**config.mk**
```make
export PLATFORM = sky130hd
export DESIGN_NAME = ssc_ctrl
export DESIGN_NICKNAME = d
export VERILOG_FILES = /design/src/ssc_ctrl_note_unused.sv /design/src/ssc_pkg.sv /design/src/ssc_sync.sv /design/src/ssc_timer.sv /design/src/ssc_ctrl.sv
export SDC_FILE = /design/constraint.sdc
export NUM_CORES = 1
export LEC_CHECK = 0
export CELL_PAD_IN_SITES_DETAIL_PLACEMENT = 2
export CELL_PAD_IN_SITES_GLOBAL_PLACEMENT = 2
export CORE_ASPECT_RATIO = 0.9
export CORE_MARGIN = 3
export CORE_UTILIZATION = 36
export DETAILED_ROUTE_END_ITERATION = 8
export DONT_BUFFER_PORTS = 1
export PLACE_DENSITY = 0.85
export SYNTH_ARGS = -nofsm -noshare
export SYNTH_HDL_FRONTEND = slang
export SYNTH_HIERARCHICAL = 1
export SYNTH_SLANG_ARGS = --single-unit
```
**constraint.sdc**
```tcl
create_clock -name core_clk -period 2 [get_ports core_clk]
set_input_delay 0 -clock core_clk [delete_from_list [all_inputs] [get_ports core_clk]]
set_output_delay 0 -clock core_clk [all_outputs]
set_load 0.005 [all_outputs]
```
**src/ssc_ctrl_note_unused.sv**
```systemverilog
`default_nettype none
`default_nettype wire

```
**src/ssc_pkg.sv**
```systemverilog
// Purpose: shared types and constants of the dual-channel safety controller
// Assumes: 100 MHz core clock, pins sampled through the three-stage filter
// Notes:   times are kept in microseconds, cycle counts derived from them
`default_nettype none

package ssc_pkg;

  // ---------------------------------------------------------------
  // clock and timing
  // ---------------------------------------------------------------
  localparam int unsigned CLK_MHZ         = 100;
  localparam int unsigned DISC_TIME_US    = 100000;
  localparam int unsigned DROP_TIME_US    = 50000;
  localparam int unsigned PICKUP_TIME_US  = 50000;
  localparam int unsigned DISC_CYCLES     = DISC_TIME_US * CLK_MHZ;
  localparam int unsigned DROP_CYCLES     = DROP_TIME_US * CLK_MHZ;
  localparam int unsigned PICKUP_CYCLES   = PICKUP_TIME_US * CLK_MHZ;
  localparam int unsigned TIMER_W         = 24;

  // ---------------------------------------------------------------
  // pin bundles
  // ---------------------------------------------------------------
  localparam int unsigned PIN_W = 6;

  typedef struct packed {
    logic safety_output_one;   // high = channel on
    logic safety_output_two;   // high = channel on
    logic reset_button;        // high = pressed
    logic first_contactor;     // aux contact, high = de-energized
    logic second_contactor;    // aux contact, high = de-energized
    logic mode_select;         // operating-mode selector level
  } ssc_pins_s;

  typedef struct packed {
    logic drive_first;         // energize first contactor
    logic drive_second;        // energize second contactor
    logic safe_state;          // machine held safe
    logic interlock_armed;     // waiting for a reset press
    logic discrepancy;         // channels differ beyond tolerance
    logic contactor_fault;     // contactor failed to follow
    logic locked;              // latched locking state
  } ssc_ctl_s;

  localparam ssc_ctl_s CTL_RESET = '{drive_first: 1'b0, drive_second: 1'b0, safe_state: 1'b1,
                                     interlock_armed: 1'b1, discrepancy: 1'b0,
                                     contactor_fault: 1'b0, locked: 1'b0};

  // ---------------------------------------------------------------
  // controller states
  // ---------------------------------------------------------------
  typedef enum logic [1:0] {
    ST_ARMED,
    ST_RUN,
    ST_DROP,
    ST_LOCK
  } ssc_state_e;

  typedef struct packed {
    ssc_state_e state;
    logic       btn_prev;
    logic       mode_prev;
    ssc_ctl_s   ctl;
  } ssc_main_s;

endpackage : ssc_pkg

`default_nettype wire

```
**src/ssc_sync.sv**
```systemverilog
// Purpose: three-stage pin synchroniser with agreement filter
// Assumes: inputs asynchronous to core_clk
// Notes:   output follows only when stages two and three agree
`default_nettype none
`timescale 1ns/1ps

module ssc_sync #(
  parameter int unsigned W = 1
) (
  // clock and reset
  input  wire logic         core_clk,
  input  wire logic         rst,
  // pins
  input  wire logic [W-1:0] pin_in,
  output logic      [W-1:0] pin_out
);

  typedef struct packed {
    logic [W-1:0] ff_a;
    logic [W-1:0] ff_b;
    logic [W-1:0] ff_c;
    logic [W-1:0] filt;
  } ssc_sync_s;

  ssc_sync_s q;
  ssc_sync_s d;

  always_comb begin
    d      = q;
    d.ff_a = pin_in;
    d.ff_b = q.ff_a;
    d.ff_c = q.ff_b;
    for (int i = 0; i < W; i++) begin
      if (q.ff_b[i] == q.ff_c[i]) begin
        d.filt[i] = q.ff_c[i];
      end
    end
  end

  always_ff @(posedge core_clk) begin
    if (rst) begin
      q <= '0;
    end else begin
      q <= d;
    end
  end

  assign pin_out = q.filt;

endmodule : ssc_sync

`default_nettype wire

```
**src/ssc_timer.sv**
```systemverilog
// Purpose: run-while-high timer with a sticky done level
// Assumes: limit fits in W bits
// Notes:   dropping run clears count and done
`default_nettype none
`timescale 1ns/1ps

module ssc_timer #(
  parameter int unsigned W     = 24,
  parameter int unsigned LIMIT = 1
) (
  // clock and reset
  input  wire logic core_clk,
  input  wire logic rst,
  // control
  input  wire logic run,
  output logic      done
);

  typedef struct packed {
    logic [W-1:0] cnt;
    logic         done;
  } ssc_timer_s;

  localparam logic [W-1:0] LIM = W'(LIMIT);

  ssc_timer_s q;
  ssc_timer_s d;

  always_comb begin
    d = q;
    if (!run) begin
      d.cnt  = '0;
      d.done = 1'b0;
    end else if (q.cnt >= LIM - W'(1)) begin
      d.done = 1'b1;
    end else begin
      d.cnt = q.cnt + W'(1);
    end
  end

  always_ff @(posedge core_clk) begin
    if (rst) begin
      q <= '0;
    end else begin
      q <= d;
    end
  end

  assign done = q.done;

endmodule : ssc_timer

`default_nettype wire

```
**src/ssc_ctrl.sv**
```systemverilog
// Purpose: dual-channel evaluation of a light curtain's two switching outputs,
//          restart interlock and contactor feedback monitoring
// Assumes: both curtain channels, reset button, contactor aux contacts and
//          mode selector arrive as asynchronous pins
// Notes:   locking state is left only through rst
`default_nettype none
`timescale 1ns/1ps

module ssc_ctrl #(
  parameter int unsigned DISC_CYCLES   = ssc_pkg::DISC_CYCLES,
  parameter int unsigned DROP_CYCLES   = ssc_pkg::DROP_CYCLES,
  parameter int unsigned PICKUP_CYCLES = ssc_pkg::PICKUP_CYCLES
) (
  // clock and reset
  input  wire logic             core_clk,
  input  wire logic             rst,
  // pins from curtain, operator panel and contactors
  input  wire ssc_pkg::ssc_pins_s pins,
  // contactor drives and status
  output ssc_pkg::ssc_ctl_s     ctl
);

  // ---------------------------------------------------------------
  // pin filtering
  // ---------------------------------------------------------------
  logic [ssc_pkg::PIN_W-1:0] pins_raw;
  logic [ssc_pkg::PIN_W-1:0] pins_filt;
  ssc_pkg::ssc_pins_s        f;

  assign pins_raw = pins;
  assign f        = pins_filt;

  // one vector of independent stages, one per pin
  ssc_sync #(
    .W (ssc_pkg::PIN_W)
  ) u_sync (
    .core_clk (core_clk),
    .rst      (rst),
    .pin_in   (pins_raw),
    .pin_out  (pins_filt)
  );

  // ---------------------------------------------------------------
  // per-channel view
  // ---------------------------------------------------------------
  logic ch_one_on;
  logic ch_two_on;
  logic both_on;
  logic any_off;
  logic chan_differ;
  logic fb_released;
  logic fb_any_held;

  assign ch_one_on   = f.safety_output_one;
  assign ch_two_on   = f.safety_output_two;
  assign both_on     = ch_one_on & ch_two_on;
  assign any_off     = ~ch_one_on | ~ch_two_on;
  assign chan_differ = ch_one_on ^ ch_two_on;
  assign fb_released = f.first_contactor & f.second_contactor;
  assign fb_any_held = ~f.first_contactor | ~f.second_contactor;

  // ---------------------------------------------------------------
  // timers
  // ---------------------------------------------------------------
  ssc_pkg::ssc_main_s q;
  ssc_pkg::ssc_main_s d;

  logic disc_over;
  logic drop_late;
  logic pickup_late;
  logic drop_run;
  logic pickup_run;

  assign drop_run   = (q.state == ssc_pkg::ST_DROP) & fb_any_held;
  assign pickup_run = (q.state == ssc_pkg::ST_RUN) & (f.first_contactor | f.second_contactor);

  // mismatch tolerance window
  ssc_timer #(
    .W     (ssc_pkg::TIMER_W),
    .LIMIT (DISC_CYCLES)
  ) u_disc_timer (
    .core_clk (core_clk),
    .rst      (rst),
    .run      (chan_differ),
    .done     (disc_over)
  );

  // contactors must drop out after switch-off
  ssc_timer #(
    .W     (ssc_pkg::TIMER_W),
    .LIMIT (DROP_CYCLES)
  ) u_drop_timer (
    .core_clk (core_clk),
    .rst      (rst),
    .run      (drop_run),
    .done     (drop_late)
  );

  // contactors must pick up after switch-on
  ssc_timer #(
    .W     (ssc_pkg::TIMER_W),
    .LIMIT (PICKUP_CYCLES)
  ) u_pickup_timer (
    .core_clk (core_clk),
    .rst      (rst),
    .run      (pickup_run),
    .done     (pickup_late)
  );

  // ---------------------------------------------------------------
  // events
  // ---------------------------------------------------------------
  logic btn_press;
  logic mode_changed;
  logic start_ok;

  assign btn_press    = f.reset_button & ~q.btn_prev;
  assign mode_changed = f.mode_select ^ q.mode_prev;
  // both channels on and agreeing, contactors released
  assign start_ok     = btn_press & both_on & ~chan_differ & fb_released;

  // ---------------------------------------------------------------
  // controller state machine
  // ---------------------------------------------------------------
  always_comb begin
    d           = q;
    d.btn_prev  = f.reset_button;
    d.mode_prev = f.mode_select;

    // sticky mismatch flag, set wins on every cycle
    if (disc_over) begin
      d.ctl.discrepancy = 1'b1;
    end

    case (q.state)
      ssc_pkg::ST_ARMED: begin
        if (start_ok && !mode_changed) begin
          d.state = ssc_pkg::ST_RUN;
        end
      end
      ssc_pkg::ST_RUN: begin
        if (any_off || mode_changed) begin
          d.state = ssc_pkg::ST_DROP;
        end else if (pickup_late) begin
          d.state               = ssc_pkg::ST_LOCK;
          d.ctl.contactor_fault = 1'b1;
        end
      end
      ssc_pkg::ST_DROP: begin
        if (drop_late) begin
          d.state               = ssc_pkg::ST_LOCK;
          d.ctl.contactor_fault = 1'b1;
        end else if (fb_released) begin
          d.state = ssc_pkg::ST_ARMED;
        end
      end
      ssc_pkg::ST_LOCK: begin
        d.state = ssc_pkg::ST_LOCK;
      end
      default: begin
        d.state = ssc_pkg::ST_LOCK;
      end
    endcase

    // cross-connection or short shows as lasting mismatch
    if (disc_over) begin
      d.state = ssc_pkg::ST_LOCK;
    end

    // each contactor enable built from both channels
    d.ctl.drive_first     = (d.state == ssc_pkg::ST_RUN) & ch_one_on & ch_two_on;
    d.ctl.drive_second    = (d.state == ssc_pkg::ST_RUN) & ch_two_on & ch_one_on;
    d.ctl.safe_state      = (d.state != ssc_pkg::ST_RUN);
    d.ctl.interlock_armed = (d.state == ssc_pkg::ST_ARMED);
    d.ctl.locked          = (d.state == ssc_pkg::ST_LOCK);
  end

  always_ff @(posedge core_clk) begin
    if (rst) begin
      q.state     <= ssc_pkg::ST_ARMED;
      q.btn_prev  <= 1'b1;
      q.mode_prev <= 1'b0;
      q.ctl       <= ssc_pkg::CTL_RESET;
    end else begin
      q <= d;
    end
  end

  // ---------------------------------------------------------------
  // outputs
  // ---------------------------------------------------------------
  assign ctl = q.ctl;

endmodule : ssc_ctrl

`default_nettype wire

```
==> metrics.cfg <==
[synthesis]
syn_inst=608
synth_flop_cell=sky130_fd_sc_hd__dfxtp_1
yosys.area.top_type_share_pct=41.9
yosysWarnings=6
mappedNetlistArea_sq_um=5260
yosys-top-cells-area=sky130_fd_sc_hd__dfxtp_1 (42%), sky130_fd_sc_hd__or3_1 (5.4%), sky130_fd_sc_hd__a21oi_1 (5.3%), sky130_fd_sc_hd__o21ai_0 (4.5%), sky130_fd_sc_hd__nand2_1 (3.3%)
post_synthesis_net_count=620
synth-edff-count=0
yosys.area.top_type=sky130_fd_sc_hd__dfxtp_1
yosys-top-cells-count=sky130_fd_sc_hd__dfxtp_1 (110), sky130_fd_sc_hd__a21oi_1 (56), sky130_fd_sc_hd__o21ai_0 (47)
seq_area_frac_synth_pct=41.9
ys_types=63
syn-mean-instance-area_sq_um=8.65
post-synth-top-count-cell=sky130_fd_sc_hd__dfxtp_1
synth.ff_latch_count=110
asyncSetResetFlopFracSynth_pct=0

[clocking]
htreeDepth=3
clock_insertion_delay_worst_skew_ns=0.39
tritoncts_num_sinks=110
cts-root-to-sink-buffers=2
cts_made_buffers=9
cts_root_buffer=sky130_fd_sc_hd__clkbuf_16
tritoncts=yes
clk_transition_reported_paths_ns=0.10

[grt]
globalRouteOverflowTotal=0
grt_antenna_before_repair=0
grt_start_max_net_pins=36
first_pass_grt_wire_length_microns=32600
grt_pass1_vias=5729
grt_util_all_layers_pct=25.8

[min_path]
hold_path_class=in2reg
timing.hold.worst.start=rst

[cells_and_area]
diodes=0
fin_cells=883
final_nets=697
final_layout_size_suffix_gt1_share_pct=37.0
final_util_pct=49.7
relative_area_change_from_synthesis_to_final_layout_pct=33.8

[run]
cap_viol_max_count=0

[timing]
hold-worst-slack_ns=0.0347
grt_setup_unrepaired=yes
finalWorstSetupSlack_ns=-0.262
slew-limit-headroom_pct=62.4
hold_violations=0
fmax_mhz=442
report.final.setup_viol=54
period_share_pct=113
clock_skews_ns=0.0182
setup-tns-final_ns=-6.72
maxSlewViolCount=0
finalWorstPathRequiredPeriod_ns=2.26
tightestPinTransition_ns=0.561

[floorplan]
die_h_microns=121
die_x_microns=133
placementRows=41
die_area_sq_um=16100
ioPinCount=15
core_sq_um=14200
initial_utilization_pct=37.2

[setup_path]
timing.critical_path.from_type=register
timing.critical_path.required_ns=2.32
worst-path-max-fanout=7
regToRegStartpoint=u_drop_timer/q[21]
critical_path_arrival_ns=2.58
crit_type=reg2reg
critical_path.endpoint_type=register
worstSetupStartpoint=u_drop_timer/q[21]

[placed_design]
dpl.cell_count=823
detailedPlacementHpwl_microns=11700
port-buffer-count=0
routabilityCongestion=0.846

[routing]
route.final.wire_length_microns=25700
dr_drc_count=0
drt_first_pass_iters=5
vias=5534
routed_wire_length_per_instance_microns=29.1
detailedRoute.firstIterationViolations=508
detail-route-antenna-nets=0
routed_via_density=6.27

[pwr]
power-per-cell-area_nw_per_um2=607
fin_total_pwr_mw=4.27
leakagePower_nw=2.30
peak_supply_drop_v=0.000769

[status]
failed_checks=setup timing
status=complete, but fails checks

-- stage by stage --
| stage | cell area, sq um | setup slack [ns] |
|---|---|---|
| global route | 7040 | -0.270 |
| global placement | 5760 | -0.0405 |
| detailed placement | 5760 | -0.153 |
| finish | 7040 | -0.262 |
| CTS | 6440 | -0.0911 |
| floorplan | 5290 | 0.00962 |
-- report_power, final --
part | total, mW | internal (mW) | leakage [nW] | switching, mW
sequential | 2.21 | 2.20 | 0.901 | 0.00962
clock | 2.01 | 0.919 | 0.155 | 1.09
combinational | 0.0515 | 0.0271 | 1.24 | 0.0244
total | 4.27 | 3.15 | 2.30 | 1.13
-- cells by family (layout without fill, tap and decap cells) --
group	count (synthesis)	after routing	share of synthesized area (%)
xor+xnor	10	10	1.66
simple gates	268	269	29.3
fa+ha+maj	4	4	0.951
flops	110	110	41.9
mux	1	1	0.190
buf+inv	51	132	5.42
compound gates	164	164	20.6
-- final cells by class --
class | count | area, sq um
clock buffer | 9 | 225
multi-input combinational | 448 | 3310
tap | 193 | 241
timing repair buffer | 104 | 897
sequential | 110 | 2230
clock inverter | 7 | 91.3
inverter | 12 | 45.0
fill | 1490 | 7120
-- flip-flops by register name, summed over array words and instances, names as in the netlist --
register             flops
u_sync/pin_out           6
u_disc_timer/done        1
u_drop_timer/done        1
u_disc_timer/q          24
u_sync/d                12
u_pickup_timer/done      1
q                        4
ctl                      7
u_drop_timer/q          24
u_sync/q                 6
u_pickup_timer/q        24
-- per-layer routing --
metal | GRT usage (%) | part of all wire, % | vias up
met5 | 0 | 0 | -
met4 | 9.83 | 4.7 | 0
met3 | 4.45 | 4.2 | 90
met2 | 47.7 | 53 | 207
met1 | 29.6 | 38 | 2846
li1 | - | - | 2391
-- what timing repair did --
action                                  in CTS  in global routing
pin swaps                                   34                 56
gates resized for setup                     50                109
cloned                                       3                  2
endpoints found under the setup margin      54                 66
endpoints found under the hold margin       44                  0
hold buffers                                 9                  0
buffers inserted                            10                 21
-- path summary, 6_finish.rpt --
path,end,slack (ns),cells after the start
min reg2reg,u_sync/d[7],0.47,1
max reg2reg,u_drop_timer/q[14],-0.26,7
max,u_drop_timer/q[14],-0.26,7
min,u_disc_timer/q[22],0.03,4
-- worst max-delay path, stage by stage, from the launching register on --
cell,delay (ns)
sky130_fd_sc_hd__dfxtp_2,0.34
sky130_fd_sc_hd__or3_4,0.41
sky130_fd_sc_hd__o31a_1,0.35
sky130_fd_sc_hd__o32ai_4,0.44
sky130_fd_sc_hd__buf_6,0.21
sky130_fd_sc_hd__buf_4,0.12
sky130_fd_sc_hd__o21ai_0,0.11
sky130_fd_sc_hd__a21oi_1,0.20
-- cell usage in the layout (no fill, tap or decap), types with 4 or more instances in the layout --
cell                            instances
sky130_fd_sc_hd__o211ai_1               6
sky130_fd_sc_hd__a21oi_2               18
sky130_fd_sc_hd__nor3_2                 6
sky130_fd_sc_hd__a21oi_1               37
sky130_fd_sc_hd__dfxtp_1               87
sky130_fd_sc_hd__o2111ai_1              6
sky130_fd_sc_hd__o21ai_2               10
sky130_fd_sc_hd__nand4_1               19
sky130_fd_sc_hd__o21a_1                 4
sky130_fd_sc_hd__or4_1                  5
sky130_fd_sc_hd__nor2_1                34
sky130_fd_sc_hd__buf_6                 11
sky130_fd_sc_hd__a2111oi_4              4
sky130_fd_sc_hd__o21ai_0               28
sky130_fd_sc_hd__o21ai_1               11
sky130_fd_sc_hd__nor2b_2                8
sky130_fd_sc_hd__dlygate4sd3_1          8
sky130_fd_sc_hd__nor3_1                 6
sky130_fd_sc_hd__xnor2_1                4
sky130_fd_sc_hd__nand3_1               23
sky130_fd_sc_hd__and2_1                 7
sky130_fd_sc_hd__a31o_2                 5
sky130_fd_sc_hd__a31oi_1                4
sky130_fd_sc_hd__xor2_1                 4
sky130_fd_sc_hd__or3_4                 25
sky130_fd_sc_hd__nand2_1               46
sky130_fd_sc_hd__nand3_2                4
sky130_fd_sc_hd__or3_1                 25
sky130_fd_sc_hd__nor2_2                 4
sky130_fd_sc_hd__and3_1                 7
sky130_fd_sc_hd__inv_1                 12
sky130_fd_sc_hd__nor2b_1               10
sky130_fd_sc_hd__and2b_1                4
sky130_fd_sc_hd__nand2b_1               7
sky130_fd_sc_hd__dfxtp_2               22
sky130_fd_sc_hd__o31ai_1                4
sky130_fd_sc_hd__buf_4                 81
sky130_fd_sc_hd__clkbuf_16             10
Power figures use the tool's default switching activity.
